**config.mk**
```make
export PLATFORM = sky130hd
export DESIGN_NAME = atx_ctrl
export DESIGN_NICKNAME = d
export VERILOG_FILES = /design/src/atx_pkg.sv /design/src/atx_ctrl.sv
export SDC_FILE = /design/constraint.sdc
export NUM_CORES = 1
export LEC_CHECK = 0
export BUFFER_PORTS_ARGS = -buffer_cell sky130_fd_sc_hd__buf_2
export CAP_MARGIN = 20
export CORE_MARGIN = 1
export CORE_UTILIZATION = 56
export CTS_CLUSTER_SIZE = 24
export DETAILED_ROUTE_END_ITERATION = 8
export MAX_ROUTING_LAYER = met4
export PLACE_DENSITY = 0.85
export RECOVER_POWER = 50
export SLEW_MARGIN = 10
export SYNTH_ARGS = -nofsm -noshare
export SYNTH_HDL_FRONTEND = slang
export SYNTH_SLANG_ARGS = --single-unit
```
**constraint.sdc**
```tcl
create_clock -name CLK_SYS -period 4.46 [get_ports CLK_SYS]
set_clock_uncertainty 0.2 [all_clocks]
set_input_delay 0.669 -clock CLK_SYS [delete_from_list [all_inputs] [get_ports CLK_SYS]]
set_output_delay 0.669 -clock CLK_SYS [all_outputs]
set_load 0.05 [all_outputs]
```
**src/atx_pkg.sv**
```systemverilog
/*
  constants, field positions, modes and carrier types shared by the
  transmit control slice.
  assumes a 32-bit avalon-mm register bus with byte addresses.
*/
package atx_pkg;

  localparam int unsigned DATA_W  = 32;
  localparam int unsigned ADDR_W  = 4;
  localparam int unsigned LINK_N  = 4;

  // register byte offsets
  localparam logic [ADDR_W-1:0] OFF_CTRL_STATUS = 4'h0;
  localparam logic [ADDR_W-1:0] OFF_CONFIG_TWO  = 4'h8;

  // tx_ctrl_status field positions
  localparam int unsigned BIT_TX_EN = 31;
  localparam int unsigned BIT_WSF   = 20;
  localparam int unsigned BIT_SEF   = 19;
  localparam int unsigned BIT_FEF   = 18;
  localparam int unsigned BIT_FWF   = 17;
  localparam int unsigned BIT_WORD_START_IRQ_EN  = 12;
  localparam int unsigned BIT_SYNC_ERR_IRQ_EN  = 11;
  localparam int unsigned BIT_FIFO_ERR_IRQ_EN  = 10;
  localparam int unsigned BIT_FIFO_WARN_IRQ_EN  = 9;
  localparam int unsigned BIT_FIFO_WARN_DMA_EN  = 1;

  // tx_config_two layout
  localparam int unsigned SYNC_HI = 31;
  localparam int unsigned SYNC_LO = 30;
  localparam logic [DATA_W-1:0] CONFIG_TWO_MASK  = 32'hff0000ff;
  localparam logic [DATA_W-1:0] CONFIG_TWO_RESET = 32'h00000000;
  localparam logic [DATA_W-1:0] CTRL_STATUS_MASK = 32'h801e1e02;

  // last bit count of a frame of 64 bit clocks, 8 bits wide like the bit counter
  localparam logic [7:0] FRAME_LAST = 8'h3f;

  typedef enum logic [1:0] {
    SYNC_ASYNC    = 2'b00,
    SYNC_RX       = 2'b01,
    SYNC_OTHER_TX = 2'b10,
    SYNC_OTHER_RX = 2'b11
  } atx_sync_t;

  typedef enum logic [2:0] {
    TX_OFF   = 3'b001,
    TX_ON    = 3'b010,
    TX_DRAIN = 3'b100
  } atx_state_t;

  typedef struct packed {
    logic word_start_irq_en;
    logic sync_err_irq_en;
    logic fifo_err_irq_en;
    logic fifo_warn_irq_en;
    logic fifo_warn_dma_en;
  } atx_en_t;

  typedef struct packed {
    logic word_start_flag;
    logic sync_error_flag;
    logic fef;
  } atx_flag_t;

endpackage

```
**src/atx_ctrl.sv**
```systemverilog
/*
  transmit control slice: enable sequencing, event flags, interrupt and
  dma request gating, synchronous mode selection, avalon-mm slave.
  assumes link pins are asynchronous to CLK_SYS and FIFO_EMPTY comes
  from logic on CLK_SYS.
*/
// The Avalon-MM register port was chosen for this implementation.
// Overview of operation
// - fifo warning bit 17 reads 1 while enabled transmit fifo is empty
// - bit 12 enables the word start interrupt
// - bit 11 enables the frame sync error interrupt
// - bit 10 enables the fifo underrun error interrupt
// - bit 9 enables the fifo warning interrupt
// - bit 1 lets the fifo warning dma request out
// - reserved bits of both registers are read only and read zero
// - mode bits 31:30 pick async, receiver sync or other transmitter sync
// - mode value 11 syncs the transmitter to another receiver
// - enable bit stays set until frame ends after software clears it, or drops at once if no frame has been seen since reset
`timescale 1ns/1ps
module atx_ctrl
  import atx_pkg::*;
(
  // clock and reset
  input  wire logic                       CLK_SYS,
  input  wire logic                       RST_N,
  // avalon-mm slave
  input  wire logic [atx_pkg::ADDR_W-1:0] AVS_ADDRESS,
  input  wire logic                       AVS_READ,
  input  wire logic                       AVS_WRITE,
  input  wire logic [atx_pkg::DATA_W-1:0] AVS_WRITEDATA,
  input  wire logic [3:0]                 AVS_BYTEENABLE,
  output logic      [atx_pkg::DATA_W-1:0] AVS_READDATA,
  output logic                            AVS_WAITREQUEST,
  // link sources: own pins, local rx, other tx, other rx
  input  wire logic [atx_pkg::LINK_N-1:0] LINK_BCLK,
  input  wire logic [atx_pkg::LINK_N-1:0] LINK_FS,
  // transmit fifo status
  input  wire logic                       FIFO_EMPTY,
  // requests and status
  output logic                            IRQ,
  output logic                            DMA_REQ,
  output logic                            TX_ACTIVE,
  output atx_pkg::atx_sync_t              SYNC_MODE
);
  import atx_pkg::*;

  function automatic logic hit(input logic [ADDR_W-1:0] a,
                               input logic [ADDR_W-1:0] off);
    hit = (a == off);
  endfunction

  function automatic logic [DATA_W-1:0] merge(input logic [DATA_W-1:0] o,
                                              input logic [DATA_W-1:0] n,
                                              input logic [3:0] be);
    logic [DATA_W-1:0] m;
    m = {{8{be[3]}}, {8{be[2]}}, {8{be[1]}}, {8{be[0]}}};
    merge = (n & m) | (o & ~m);
  endfunction

  logic                ack_q;
  logic [DATA_W-1:0]   rdata_q;
  logic                wr_acc;
  logic                wr_ctrl;
  logic                wr_cfg;
  logic [DATA_W-1:0]   ctrl_rd;
  logic [DATA_W-1:0]   ctrl_new;
  logic [DATA_W-1:0]   cfg_q;
  atx_state_t          state_q;
  atx_state_t          state_d;
  atx_en_t             en_q;
  atx_flag_t           flag_q;
  atx_flag_t           flag_d;
  atx_flag_t           flag_clr;
  atx_flag_t           flag_evt;
  logic [LINK_N-1:0]   bclk_s1_q;
  logic [LINK_N-1:0]   bclk_s2_q;
  logic [LINK_N-1:0]   fs_s1_q;
  logic [LINK_N-1:0]   fs_s2_q;
  logic [1:0]          src;
  logic                bclk_sel;
  logic                fs_sel;
  logic                bclk_prev_q;
  logic                fs_last_q;
  logic                bclk_rise;
  logic                frame_start;
  logic                frame_end;
  logic                framed_q;
  logic [7:0]          cnt_q;
  logic                active;
  logic                fifo_warning_flag;

  // bus handshake: one wait cycle per access
  assign AVS_WAITREQUEST = (AVS_READ | AVS_WRITE) & ~ack_q;
  assign wr_acc  = AVS_WRITE & ack_q;
  assign wr_ctrl = wr_acc & hit(AVS_ADDRESS, OFF_CTRL_STATUS);
  assign wr_cfg  = wr_acc & hit(AVS_ADDRESS, OFF_CONFIG_TWO);

  always_ff @(posedge CLK_SYS or negedge RST_N) begin
    if (!RST_N) begin
      ack_q <= 1'b0;
    end else begin
      ack_q <= (AVS_READ | AVS_WRITE) & ~ack_q;
    end
  end

  // read data captured on the first edge, stands through the answer
  always_ff @(posedge CLK_SYS or negedge RST_N) begin
    if (!RST_N) begin
      rdata_q <= 32'h00000000;
    end else if (AVS_READ && !ack_q) begin
      if (hit(AVS_ADDRESS, OFF_CTRL_STATUS)) begin
        rdata_q <= ctrl_rd & CTRL_STATUS_MASK;
      end else if (hit(AVS_ADDRESS, OFF_CONFIG_TWO)) begin
        rdata_q <= cfg_q & CONFIG_TWO_MASK;
      end else begin
        rdata_q <= 32'h00000000;
      end
    end
  end
  assign AVS_READDATA = rdata_q;

  // status and control read image
  always_comb begin
    ctrl_rd            = 32'h00000000;
    ctrl_rd[BIT_TX_EN] = active;
    ctrl_rd[BIT_WSF]   = flag_q.word_start_flag;
    ctrl_rd[BIT_SEF]   = flag_q.sync_error_flag;
    ctrl_rd[BIT_FEF]   = flag_q.fef;
    ctrl_rd[BIT_FWF]   = fifo_warning_flag;
    ctrl_rd[BIT_WORD_START_IRQ_EN]  = en_q.word_start_irq_en;
    ctrl_rd[BIT_SYNC_ERR_IRQ_EN]  = en_q.sync_err_irq_en;
    ctrl_rd[BIT_FIFO_ERR_IRQ_EN]  = en_q.fifo_err_irq_en;
    ctrl_rd[BIT_FIFO_WARN_IRQ_EN]  = en_q.fifo_warn_irq_en;
    ctrl_rd[BIT_FIFO_WARN_DMA_EN]  = en_q.fifo_warn_dma_en;
  end
  assign ctrl_new = merge(ctrl_rd, AVS_WRITEDATA, AVS_BYTEENABLE);

  // interrupt and dma enables
  always_ff @(posedge CLK_SYS or negedge RST_N) begin
    if (!RST_N) begin
      en_q <= '0;
    end else if (wr_ctrl) begin
      en_q.word_start_irq_en <= ctrl_new[BIT_WORD_START_IRQ_EN];
      en_q.sync_err_irq_en <= ctrl_new[BIT_SYNC_ERR_IRQ_EN];
      en_q.fifo_err_irq_en <= ctrl_new[BIT_FIFO_ERR_IRQ_EN];
      en_q.fifo_warn_irq_en <= ctrl_new[BIT_FIFO_WARN_IRQ_EN];
      en_q.fifo_warn_dma_en <= ctrl_new[BIT_FIFO_WARN_DMA_EN];
    end
  end

  // config two: only defined fields are stored, software keeps it
  // steady while enabled
  always_ff @(posedge CLK_SYS or negedge RST_N) begin
    if (!RST_N) begin
      cfg_q <= CONFIG_TWO_RESET;
    end else if (wr_cfg) begin
      cfg_q <= merge(cfg_q, AVS_WRITEDATA, AVS_BYTEENABLE) & CONFIG_TWO_MASK;
    end
  end
  assign SYNC_MODE = atx_sync_t'(cfg_q[SYNC_HI:SYNC_LO]);

  // two-stage synchronisers for every link source
  genvar gi;
  generate
    for (gi = 0; gi < LINK_N; gi++) begin : g_sync
      always_ff @(posedge CLK_SYS or negedge RST_N) begin
        if (!RST_N) begin
          bclk_s1_q[gi] <= 1'b0;
          bclk_s2_q[gi] <= 1'b0;
          fs_s1_q[gi]   <= 1'b0;
          fs_s2_q[gi]   <= 1'b0;
        end else begin
          bclk_s1_q[gi] <= LINK_BCLK[gi];
          bclk_s2_q[gi] <= bclk_s1_q[gi];
          fs_s1_q[gi]   <= LINK_FS[gi];
          fs_s2_q[gi]   <= fs_s1_q[gi];
        end
      end
    end
  endgenerate

  // clock source by mode: 00 own, 01 rx, 10 other tx, 11 other rx
  assign src      = cfg_q[SYNC_HI:SYNC_LO];
  assign bclk_sel = bclk_s2_q[src];
  assign fs_sel   = fs_s2_q[src];
  assign bclk_rise   = bclk_sel & ~bclk_prev_q;
  assign frame_start = bclk_rise & fs_sel & ~fs_last_q;
  assign frame_end   = bclk_rise & framed_q & ~frame_start &
                       (cnt_q == FRAME_LAST - 8'h01);

  // frame tracking on bit clock edges
  always_ff @(posedge CLK_SYS or negedge RST_N) begin
    if (!RST_N) begin
      bclk_prev_q <= 1'b0;
      fs_last_q   <= 1'b0;
      cnt_q       <= 8'h00;
      framed_q    <= 1'b0;
    end else begin
      bclk_prev_q <= bclk_sel;
      if (bclk_rise) begin
        fs_last_q <= fs_sel;
      end
      if (frame_start) begin
        cnt_q    <= 8'h00;
        framed_q <= 1'b1;
      end else if (bclk_rise && cnt_q != FRAME_LAST) begin
        cnt_q <= cnt_q + 8'h01;
      end
    end
  end

  // enable sequencing
  always_comb begin
    state_d = state_q;
    case (state_q)
      TX_OFF: begin
        if (wr_ctrl && AVS_BYTEENABLE[3] && ctrl_new[BIT_TX_EN]) begin
          state_d = TX_ON;
        end
      end
      TX_ON: begin
        if (wr_ctrl && AVS_BYTEENABLE[3] && !ctrl_new[BIT_TX_EN]) begin
          state_d = TX_DRAIN;
        end
      end
      TX_DRAIN: begin
        if (wr_ctrl && AVS_BYTEENABLE[3] && ctrl_new[BIT_TX_EN]) begin
          state_d = TX_ON;
        end else if (frame_end || !framed_q) begin
          state_d = TX_OFF;
        end
      end
      default: begin
        state_d = TX_OFF;
      end
    endcase
  end

  always_ff @(posedge CLK_SYS or negedge RST_N) begin
    if (!RST_N) begin
      state_q <= TX_OFF;
    end else begin
      state_q <= state_d;
    end
  end
  assign active    = (state_q != TX_OFF);
  assign TX_ACTIVE = active;

  // events and sticky flags, a set wins over a write-one clear
  assign fifo_warning_flag          = active & FIFO_EMPTY;
  assign flag_evt.word_start_flag = active & frame_start;
  assign flag_evt.sync_error_flag = active & frame_start & framed_q &
                        (cnt_q != FRAME_LAST);
  assign flag_evt.fef = active & frame_start & FIFO_EMPTY;
  assign flag_clr.word_start_flag = wr_ctrl & AVS_BYTEENABLE[2] & AVS_WRITEDATA[BIT_WSF];
  assign flag_clr.sync_error_flag = wr_ctrl & AVS_BYTEENABLE[2] & AVS_WRITEDATA[BIT_SEF];
  assign flag_clr.fef = wr_ctrl & AVS_BYTEENABLE[2] & AVS_WRITEDATA[BIT_FEF];
  assign flag_d       = (flag_q & ~flag_clr) | flag_evt;

  always_ff @(posedge CLK_SYS or negedge RST_N) begin
    if (!RST_N) begin
      flag_q <= '0;
    end else begin
      flag_q <= flag_d;
    end
  end

  // interrupt and dma request gating
  assign IRQ = (flag_q.word_start_flag & en_q.word_start_irq_en) |
               (flag_q.sync_error_flag & en_q.sync_err_irq_en) |
               (flag_q.fef & en_q.fifo_err_irq_en) |
               (fifo_warning_flag & en_q.fifo_warn_irq_en);
  assign DMA_REQ = fifo_warning_flag & en_q.fifo_warn_dma_en;

  property p_fwf_read;
    @(posedge CLK_SYS) disable iff (!RST_N)
    (AVS_READ && !ack_q && hit(AVS_ADDRESS, OFF_CTRL_STATUS))
      |=> (AVS_READDATA[BIT_FWF] == $past(active && FIFO_EMPTY));
  endproperty
  a_fwf_read: assert property (p_fwf_read)
    else $error("fifo warning bit read wrong");

  property p_word_start_irq_en_gate;
    @(posedge CLK_SYS) disable iff (!RST_N)
    (wr_ctrl && AVS_BYTEENABLE[1] && AVS_WRITEDATA[BIT_WORD_START_IRQ_EN] && flag_d.word_start_flag)
      |=> IRQ;
  endproperty
  a_word_start_irq_en_gate: assert property (p_word_start_irq_en_gate)
    else $error("word start interrupt not raised");

  property p_sync_err_irq_en_gate;
    @(posedge CLK_SYS) disable iff (!RST_N)
    (flag_q.sync_error_flag && en_q.sync_err_irq_en) |-> IRQ;
  endproperty
  a_sync_err_irq_en_gate: assert property (p_sync_err_irq_en_gate)
    else $error("sync error interrupt missing");

  property p_fifo_err_irq_en_gate;
    @(posedge CLK_SYS) disable iff (!RST_N)
    (flag_evt.fef && en_q.fifo_err_irq_en && !wr_ctrl) |=> IRQ;
  endproperty
  a_fifo_err_irq_en_gate: assert property (p_fifo_err_irq_en_gate)
    else $error("fifo error interrupt missing");

  property p_fifo_warn_irq_en_gate;
    @(posedge CLK_SYS) disable iff (!RST_N)
    (active && FIFO_EMPTY && en_q.fifo_warn_irq_en) |-> IRQ;
  endproperty
  a_fifo_warn_irq_en_gate: assert property (p_fifo_warn_irq_en_gate)
    else $error("fifo warning interrupt missing");

  property p_dma_gate;
    @(posedge CLK_SYS) disable iff (!RST_N)
    $rose(DMA_REQ) |-> (en_q.fifo_warn_dma_en && active && FIFO_EMPTY);
  endproperty
  a_dma_gate: assert property (p_dma_gate)
    else $error("dma request without cause");

  property p_resv_zero;
    @(posedge CLK_SYS) disable iff (!RST_N)
    (AVS_READ && !AVS_WAITREQUEST && hit(AVS_ADDRESS, OFF_CONFIG_TWO))
      |-> ((AVS_READDATA & ~CONFIG_TWO_MASK) == 32'h00000000);
  endproperty
  a_resv_zero: assert property (p_resv_zero)
    else $error("reserved bits read nonzero");

  property p_sync_write;
    @(posedge CLK_SYS) disable iff (!RST_N)
    (wr_cfg && AVS_BYTEENABLE[3])
      |=> (SYNC_MODE == $past(AVS_WRITEDATA[SYNC_HI:SYNC_LO]));
  endproperty
  a_sync_write: assert property (p_sync_write)
    else $error("mode field not stored");

  property p_drain_hold;
    @(posedge CLK_SYS) disable iff (!RST_N)
    (state_q == TX_ON && wr_ctrl && AVS_BYTEENABLE[3] &&
     !AVS_WRITEDATA[BIT_TX_EN] && framed_q && !frame_end)
      |=> (TX_ACTIVE && state_q == TX_DRAIN);
  endproperty
  a_drain_hold: assert property (p_drain_hold)
    else $error("transmitter stopped before frame end");

  property p_drain_end;
    @(posedge CLK_SYS) disable iff (!RST_N)
    (state_q == TX_DRAIN && frame_end && !wr_ctrl) |=> !TX_ACTIVE;
  endproperty
  a_drain_end: assert property (p_drain_end)
    else $error("transmitter kept on after frame end");

  property p_irq_quiet;
    @(posedge CLK_SYS) disable iff (!RST_N)
    IRQ |-> ((flag_q.word_start_flag && en_q.word_start_irq_en) || (flag_q.sync_error_flag && en_q.sync_err_irq_en) ||
             (flag_q.fef && en_q.fifo_err_irq_en) || (fifo_warning_flag && en_q.fifo_warn_irq_en));
  endproperty
  a_irq_quiet: assert property (p_irq_quiet)
    else $error("interrupt without enabled flag");

endmodule

```
==> metrics.csv, run 1 <==
metric,value,unit
dp_cells,415,
async_flop_share,100.0,%
cpMaxStageDelayCell,dfstp_2,
fin_setup_tns,0,ns
placed_cell_area,3637,sq um
clock-root-buffer,clkbuf_8,
synth_ff_type,dfrtp_1,
path_cells,nand3b_1 -> and3_1 -> buf_2,
dr.pass1.iters,5,
row_count,27,
ys_ff_latch,79,
cts_buffers,9,
cts_tree,done,
power_density,437.6,nW/um^2
met1_usage,31.39,%
wirelength,6556,um
grt_util_met3,4.884,%
htreeDepth,3,
antenna_found_initial,0,
post_cts_resized,0,
clock_latency,0.36,ns
yosysWarnings,0,
drc,0,
ff_latch_area,1978,sq um
grt_pass1_wl,11000,um
final_core_util,68.91,%
status,"finished, violations left",
end_kind,output port,
use_met2,38.17,%
dr_total_vias,2388,
setup_violations,0,
clockBufferDepth,2,
crit_type,reg2out,
grt_overflow,0,
synth_cell_types,48,
coreArea,5574,sq um
synth_edf_count,0,
portBuffers,73,
violations,"max-capacitance violations, max-slew violations",
routed_via_density,5.541,
grt_pass1_vias,2354,
synth_cells,285,
cp_max_fo,9,
stdcell_count,431,
grt_max_degree,80,
rrSetupSlack,2.24,ns
hold_buffers,0,
drv_cap,1,
area_growth,16.64,%
dieArea,6191,sq um
clkSlewWorstSetupHoldPaths,0.08,ns
num-fill-cells,409,
dp_hpwl,4535,um
max-slew-margin-rel,-25.45,%
fin_crit,2.655,ns
n_antenna_cell,0,
fp.dieH,78.69,um
fmaxAchievable,376.7,MHz
initial_core_util,59.08,%
post_drt_wl_per_cell,15.21,um
drtAntennaViolNets,0,
hp-class,reg2reg,
die_w,78.69,um
final_nets,409,
drive_gt1_share,33.15,%
avgSynthCellArea,11.55,sq um
busiest_layer,met2,
critPathMaxStageDelay,0.60,ns
initialDrtViolationCount,138,
postCtsSetupRepairBufs,0,
design_area,3841,sq um
required,3.59,ns
rsz0062_at_grt,false,
num_io_pins,91,
multi_input_area,1175,sq um
cts.sinks,79,
peakVddDrop,282.0,uV
gp_congestion,0.8536,
p_leak,1.862,nW
start_kind,register,
period_share,59.53,%
hold_viol,0,
syn_area,3293,sq um
drv_slew,80,
ys_seq_area_share,60.07,%
tightest_slew,1.882,ns
gr-usage-all-layers,24.59,%
arrival,1.79,ns
layer usage:
layer / vias to the layer above / share of wire, % / routed length, um
met4: 0 / 2.0 / 132
met3: 17 / 6.3 / 414
li1: 1125 / - / -
met1: 1158 / 42 / 2727
met2: 88 / 50 / 3280
met5: - / 0 / 0
worst paths after layout:
kind	endpoint	depth (start not counted)	startpoint
worst min register to register	bclk_s2_q[1]$_DFF_PN0_	0	bclk_s1_q[1]$_DFF_PN0_
worst max register to register	ctrl_rd[19]$_DFF_PN0_	5	cnt_q[0]$_DFFE_PN0P_
worst min-delay path	bclk_s2_q[1]$_DFF_PN0_	0	bclk_s1_q[1]$_DFF_PN0_
worst max-delay path	DMA_REQ	3	state_q[0]$_DFFE_PN1P_
min in group asynchronous	fs_s1_q[2]$_DFF_PN0_	1	RST_N
max in group asynchronous	AVS_READDATA[31]$_DFFE_PN0P_	1	RST_N
Yosys cell counts (3+ instances only):
cell type	number	area, sq um
nand3_1	7	35.03
a21oi_1	9	45.04
nor3_1	4	20.02
nand2_1	55	206.5
mux2_2	21	236.5
buf_4	11	82.58
dfrtp_1	78	1952
o21ai_0	28	140.1
nor2_1	3	11.26
clkbuf_1	6	22.52
buf_2	4	20.02
inv_1	5	18.77
and3_1	6	37.54
where the power goes:
group	switching, mW	internal, mW
Combinational	0.177	0.101
Sequential	0.0674	0.794
Clock	0.267	0.275
Total	0.511	1.17
cells by family (layout without fill, tap and decap cells):
family / after synthesis / count (layout) / synth area share [%]
mux: 25 / 25 / 9.157
buf+inv: 28 / 95 / 5.053
other cells: 1 / 8 / 0.1139
xor+xnor: 1 / 1 / 0.2660
simple gates: 94 / 94 / 14.44
fa+ha+maj: 2 / 2 / 0.7598
flops: 79 / 79 / 60.07
compound gates: 55 / 55 / 10.14
per-stage QoR:
stage	worst slack [ns]	power, mW	hold slack, ns
finish	1.805	1.681	0.1456
global route	1.728	1.753	0.1576
CTS	1.822	1.685	0.1513
detailed placement	1.674	1.151	0.1347
global placement	1.704	1.134	0.1339
floorplan	1.818	1.078	0.1312
placed cells by master (no fill, tap or decap), types with 2 or more instances in the layout:
| cell type | count |
|---|---|
| a21oi_1 | 9 |
| a22oi_1 | 2 |
| a31oi_1 | 2 |
| a32o_1 | 2 |
| a41oi_1 | 2 |
| and3_1 | 6 |
| buf_2 | 71 |
| clkbuf_8 | 10 |
| clkinv_4 | 2 |
| clkinvlp_4 | 3 |
| conb_1 | 8 |
| dfrtp_1 | 78 |
| ha_1 | 2 |
| inv_1 | 5 |
| mux2_2 | 21 |
| mux2i_1 | 2 |
| mux4_2 | 2 |
| nand2_1 | 55 |
| nand3_1 | 7 |
| nand3b_1 | 2 |
| nand4_1 | 2 |
| nor2_1 | 3 |
| nor3_1 | 4 |
| nor4_1 | 2 |
| o21ai_0 | 28 |
| o22ai_1 | 2 |
| o2bb2ai_1 | 2 |
layout make-up:
| class | instances | area share, % |
|---|---|---|
| flip-flops and latches | 79 | 51.50 |
| multi-input cells | 185 | 30.59 |
| repair buffers | 74 | 9.674 |
| clock buffers | 10 | 3.583 |
| well taps | 72 | 2.345 |
| clock inverters | 6 | 1.824 |
| inverters | 5 | 0.4886 |
critical path: cells and delay by family (launching register included):
kind,cells,cell delay [ns]
AND/OR/NAND/NOR,2,0.63
flip-flops,1,0.60
buffers and inverters,1,0.21
Power figures use the tool's default switching activity.
==> run 2: changes to the inputs <==
--- a/config.mk
+++ b/config.mk
@@ -8,11 +8,11 @@
 export BUFFER_PORTS_ARGS = -buffer_cell sky130_fd_sc_hd__buf_2
 export CAP_MARGIN = 20
 export CORE_MARGIN = 1
-export CORE_UTILIZATION = 56
+export CORE_UTILIZATION = 52
 export CTS_CLUSTER_SIZE = 24
 export DETAILED_ROUTE_END_ITERATION = 8
 export MAX_ROUTING_LAYER = met4
-export PLACE_DENSITY = 0.85
+export PLACE_DENSITY = 0.79
 export RECOVER_POWER = 50
 export SLEW_MARGIN = 10
 export SYNTH_ARGS = -nofsm -noshare
==> constraint.sdc (replaced) <==
create_clock -name CLK_SYS -period 2.5 [get_ports CLK_SYS]
set_clock_uncertainty 0.2 [all_clocks]
set_input_delay 0.375 -clock CLK_SYS [delete_from_list [all_inputs] [get_ports CLK_SYS]]
set_output_delay 0.375 -clock CLK_SYS [all_outputs]
set_load 0.05 [all_outputs]
==> metrics.csv, run 2 (same netlist as run 1, synthesis figures left out) <==
metric,value,unit,change
gr-usage-all-layers,22.33,%,-2.3 points
area_growth,21.09,%,
drive_gt1_share,33.24,%,+0.096 points
num_io_pins,91,,unchanged
n_antenna_cell,0,,unchanged
met1_usage,27.12,%,-4.3 points
gp_congestion,0.8605,,+0.81%
fin_crit,2.093,ns,
row_count,28,,+3.7%
tightest_slew,1.078,ns,-0.8043 ns
clock-root-buffer,clkbuf_8,,
final_cell_mix,"78 x dfrtp_1, 72 x buf_2, 55 x nand2_1",,
final_core_util,66.18,%,-2.7 points
postCtsSetupRepairBufs,0,,unchanged
grt_pass1_vias,2262,,-3.9%
max-slew-margin-rel,28.17,%,+54 points
peakVddDrop,531.5,uV,+88%
cp_max_fo,7,,-2
hp-class,in2reg,,
portBuffers,73,,unchanged
hold_viol,0,,unchanged
cts_tree,done,,
hold_start,AVS_WRITEDATA[3],,
use_met2,34.58,%,-3.6 points
drv_slew,0,,-100%
dieArea,6655,sq um,+7.5%
clockBufferDepth,2,,unchanged
clkSlewWorstSetupHoldPaths,0.09,ns,about the same
cpMaxStageDelayCell,dfstp_2,,
cts.sinks,79,,unchanged
final_common_cell,dfrtp_1,,
die_w,81.58,um,+3.7%
period_share,83.72,%,
grt_max_degree,45,,-44%
grt_overflow,0,,unchanged
required,1.92,ns,-1.67 ns
rrSetupSlack,0.54,ns,-1.70 ns
fin_setup_tns,0,ns,unchanged
htreeDepth,3,,unchanged
critPathMaxStageDelay,0.60,ns,about the same
p_leak,1.951,nW,+4.8%
rsz0062_at_grt,false,,
crit_type,reg2out,,
power_density,766.9,nW/um^2,+75%
drv_cap,0,,-1
drtAntennaViolNets,0,,unchanged
clock_latency,0.35,ns,about the same
path_cells,nand3b_1 -> and3_1 -> buf_2,,
dr_total_vias,2348,,-1.7%
dp_hpwl,4348,um,-4.1%
r2r_end,cnt_q[7]$_DFFE_PN0P_,,
grt_util_met3,7.667,%,+2.8 points
drc,0,,unchanged
post_drt_wl_per_cell,14.36,um,-5.6%
antenna_found_initial,0,,unchanged
setup_violations,0,,unchanged
start_kind,register,,
crit_path_start,state_q[0]$_DFFE_PN1P_,,
post_cts_resized,0,,unchanged
status,completed,,
cts_buffers,9,,unchanged
routed_via_density,5.241,,-5.4%
cp-endpoint,DMA_REQ,,
dr.pass1.iters,4,,-1
busiest_layer,met2,,
arrival,1.52,ns,-0.27 ns
coreArea,6026,sq um,+8.1%
fp.dieH,81.58,um,+3.7%
end_kind,output port,,
reg2regPathDepth,4,,-1
fmaxAchievable,477.8,MHz,
grt_pass1_wl,10510,um,-4.5%
final_nets,423,,+3.4%
initial_core_util,54.65,%,-4.4 points
wirelength,6434,um,-1.9%
initialDrtViolationCount,133,,-3.6%
## run 2: cell count changes in the layout (fill, tap and decap cells not counted), moves of 2 or more
cell	delta
dlygate4sd3_1	+9
buf_4	+3
clkinvlp_4	-3
inv_6	+3
buf_12	+2
inv_8	+2
## run 2: worst max-delay path: cells and delay by family (launching register included)
| family | cells | cell delay, ns |
|---|---|---|
| flip-flops | 1 | 0.60 |
| AND/OR/NAND/NOR | 2 | 0.36 |
| buffers and inverters | 1 | 0.21 |
## run 2: how the worst min path moves through the flow
stage | endpoint | slack, ns | depth (start not counted)
6_report | register | 0.04 | 2
5_1_grt | register | 0.04 | 2
2_1_floorplan | AVS_READDATA[0]$_DFFE_PN0P_ | -0.12 | 0
3_5_place_dp | bclk_s2_q[2]$_DFF_PN0_ | 0.13 | 0
3_3_place_gp | bclk_s2_q[2]$_DFF_PN0_ | 0.13 | 0
4_1_cts | register | 0.03 | 2
## run 2: where the power goes
group | internal, mW | total, mW | switching, mW
combinational | 0.204 | 0.521 | 0.317
sequential | 1.42 | 1.53 | 0.115
clock | 0.487 | 1.01 | 0.520
total | 2.11 | 3.06 | 0.951
## run 2: per-layer routing
metal / routed length, um / share of wire, % / up-vias
met3: 394 / 6.1 / 10
met5: 0 / 0 / -
met1: 2793 / 43 / 1125
met2: 3139 / 49 / 66
li1: - / - / 1147
met4: 106 / 1.6 / 0
## run 2: cell type report
cell class,count,area [sq um]
clock buffer,9,123.9
clock inverter,7,87.58
fill,478,2038
inverter,5,18.77
multi-input combinational,185,1160
sequential,79,1978
tap,75,93.84
timing repair buffer,88,525.5
## run 2: repair_timing
item	CTS	global route
setup endpoints to repair	0	0
hold buffers	9	0
endpoints found under the hold margin	51	0
## run 2: per-stage QoR
stage	hold WS, ns	instances	worst slack (ns)	instance area [sq um]	power (mW)
after floorplan	-0.1206	292	0.1518	3319	1.924
after global placement	0.1347	423	0.4777	3704	2.040
after detailed placement	0.1347	423	0.4575	3704	2.065
after CTS	0.02879	448	0.3970	4005	3.085
after global routing	0.03637	448	0.3310	3988	3.205
final	0.04243	448	0.4071	3988	3.058
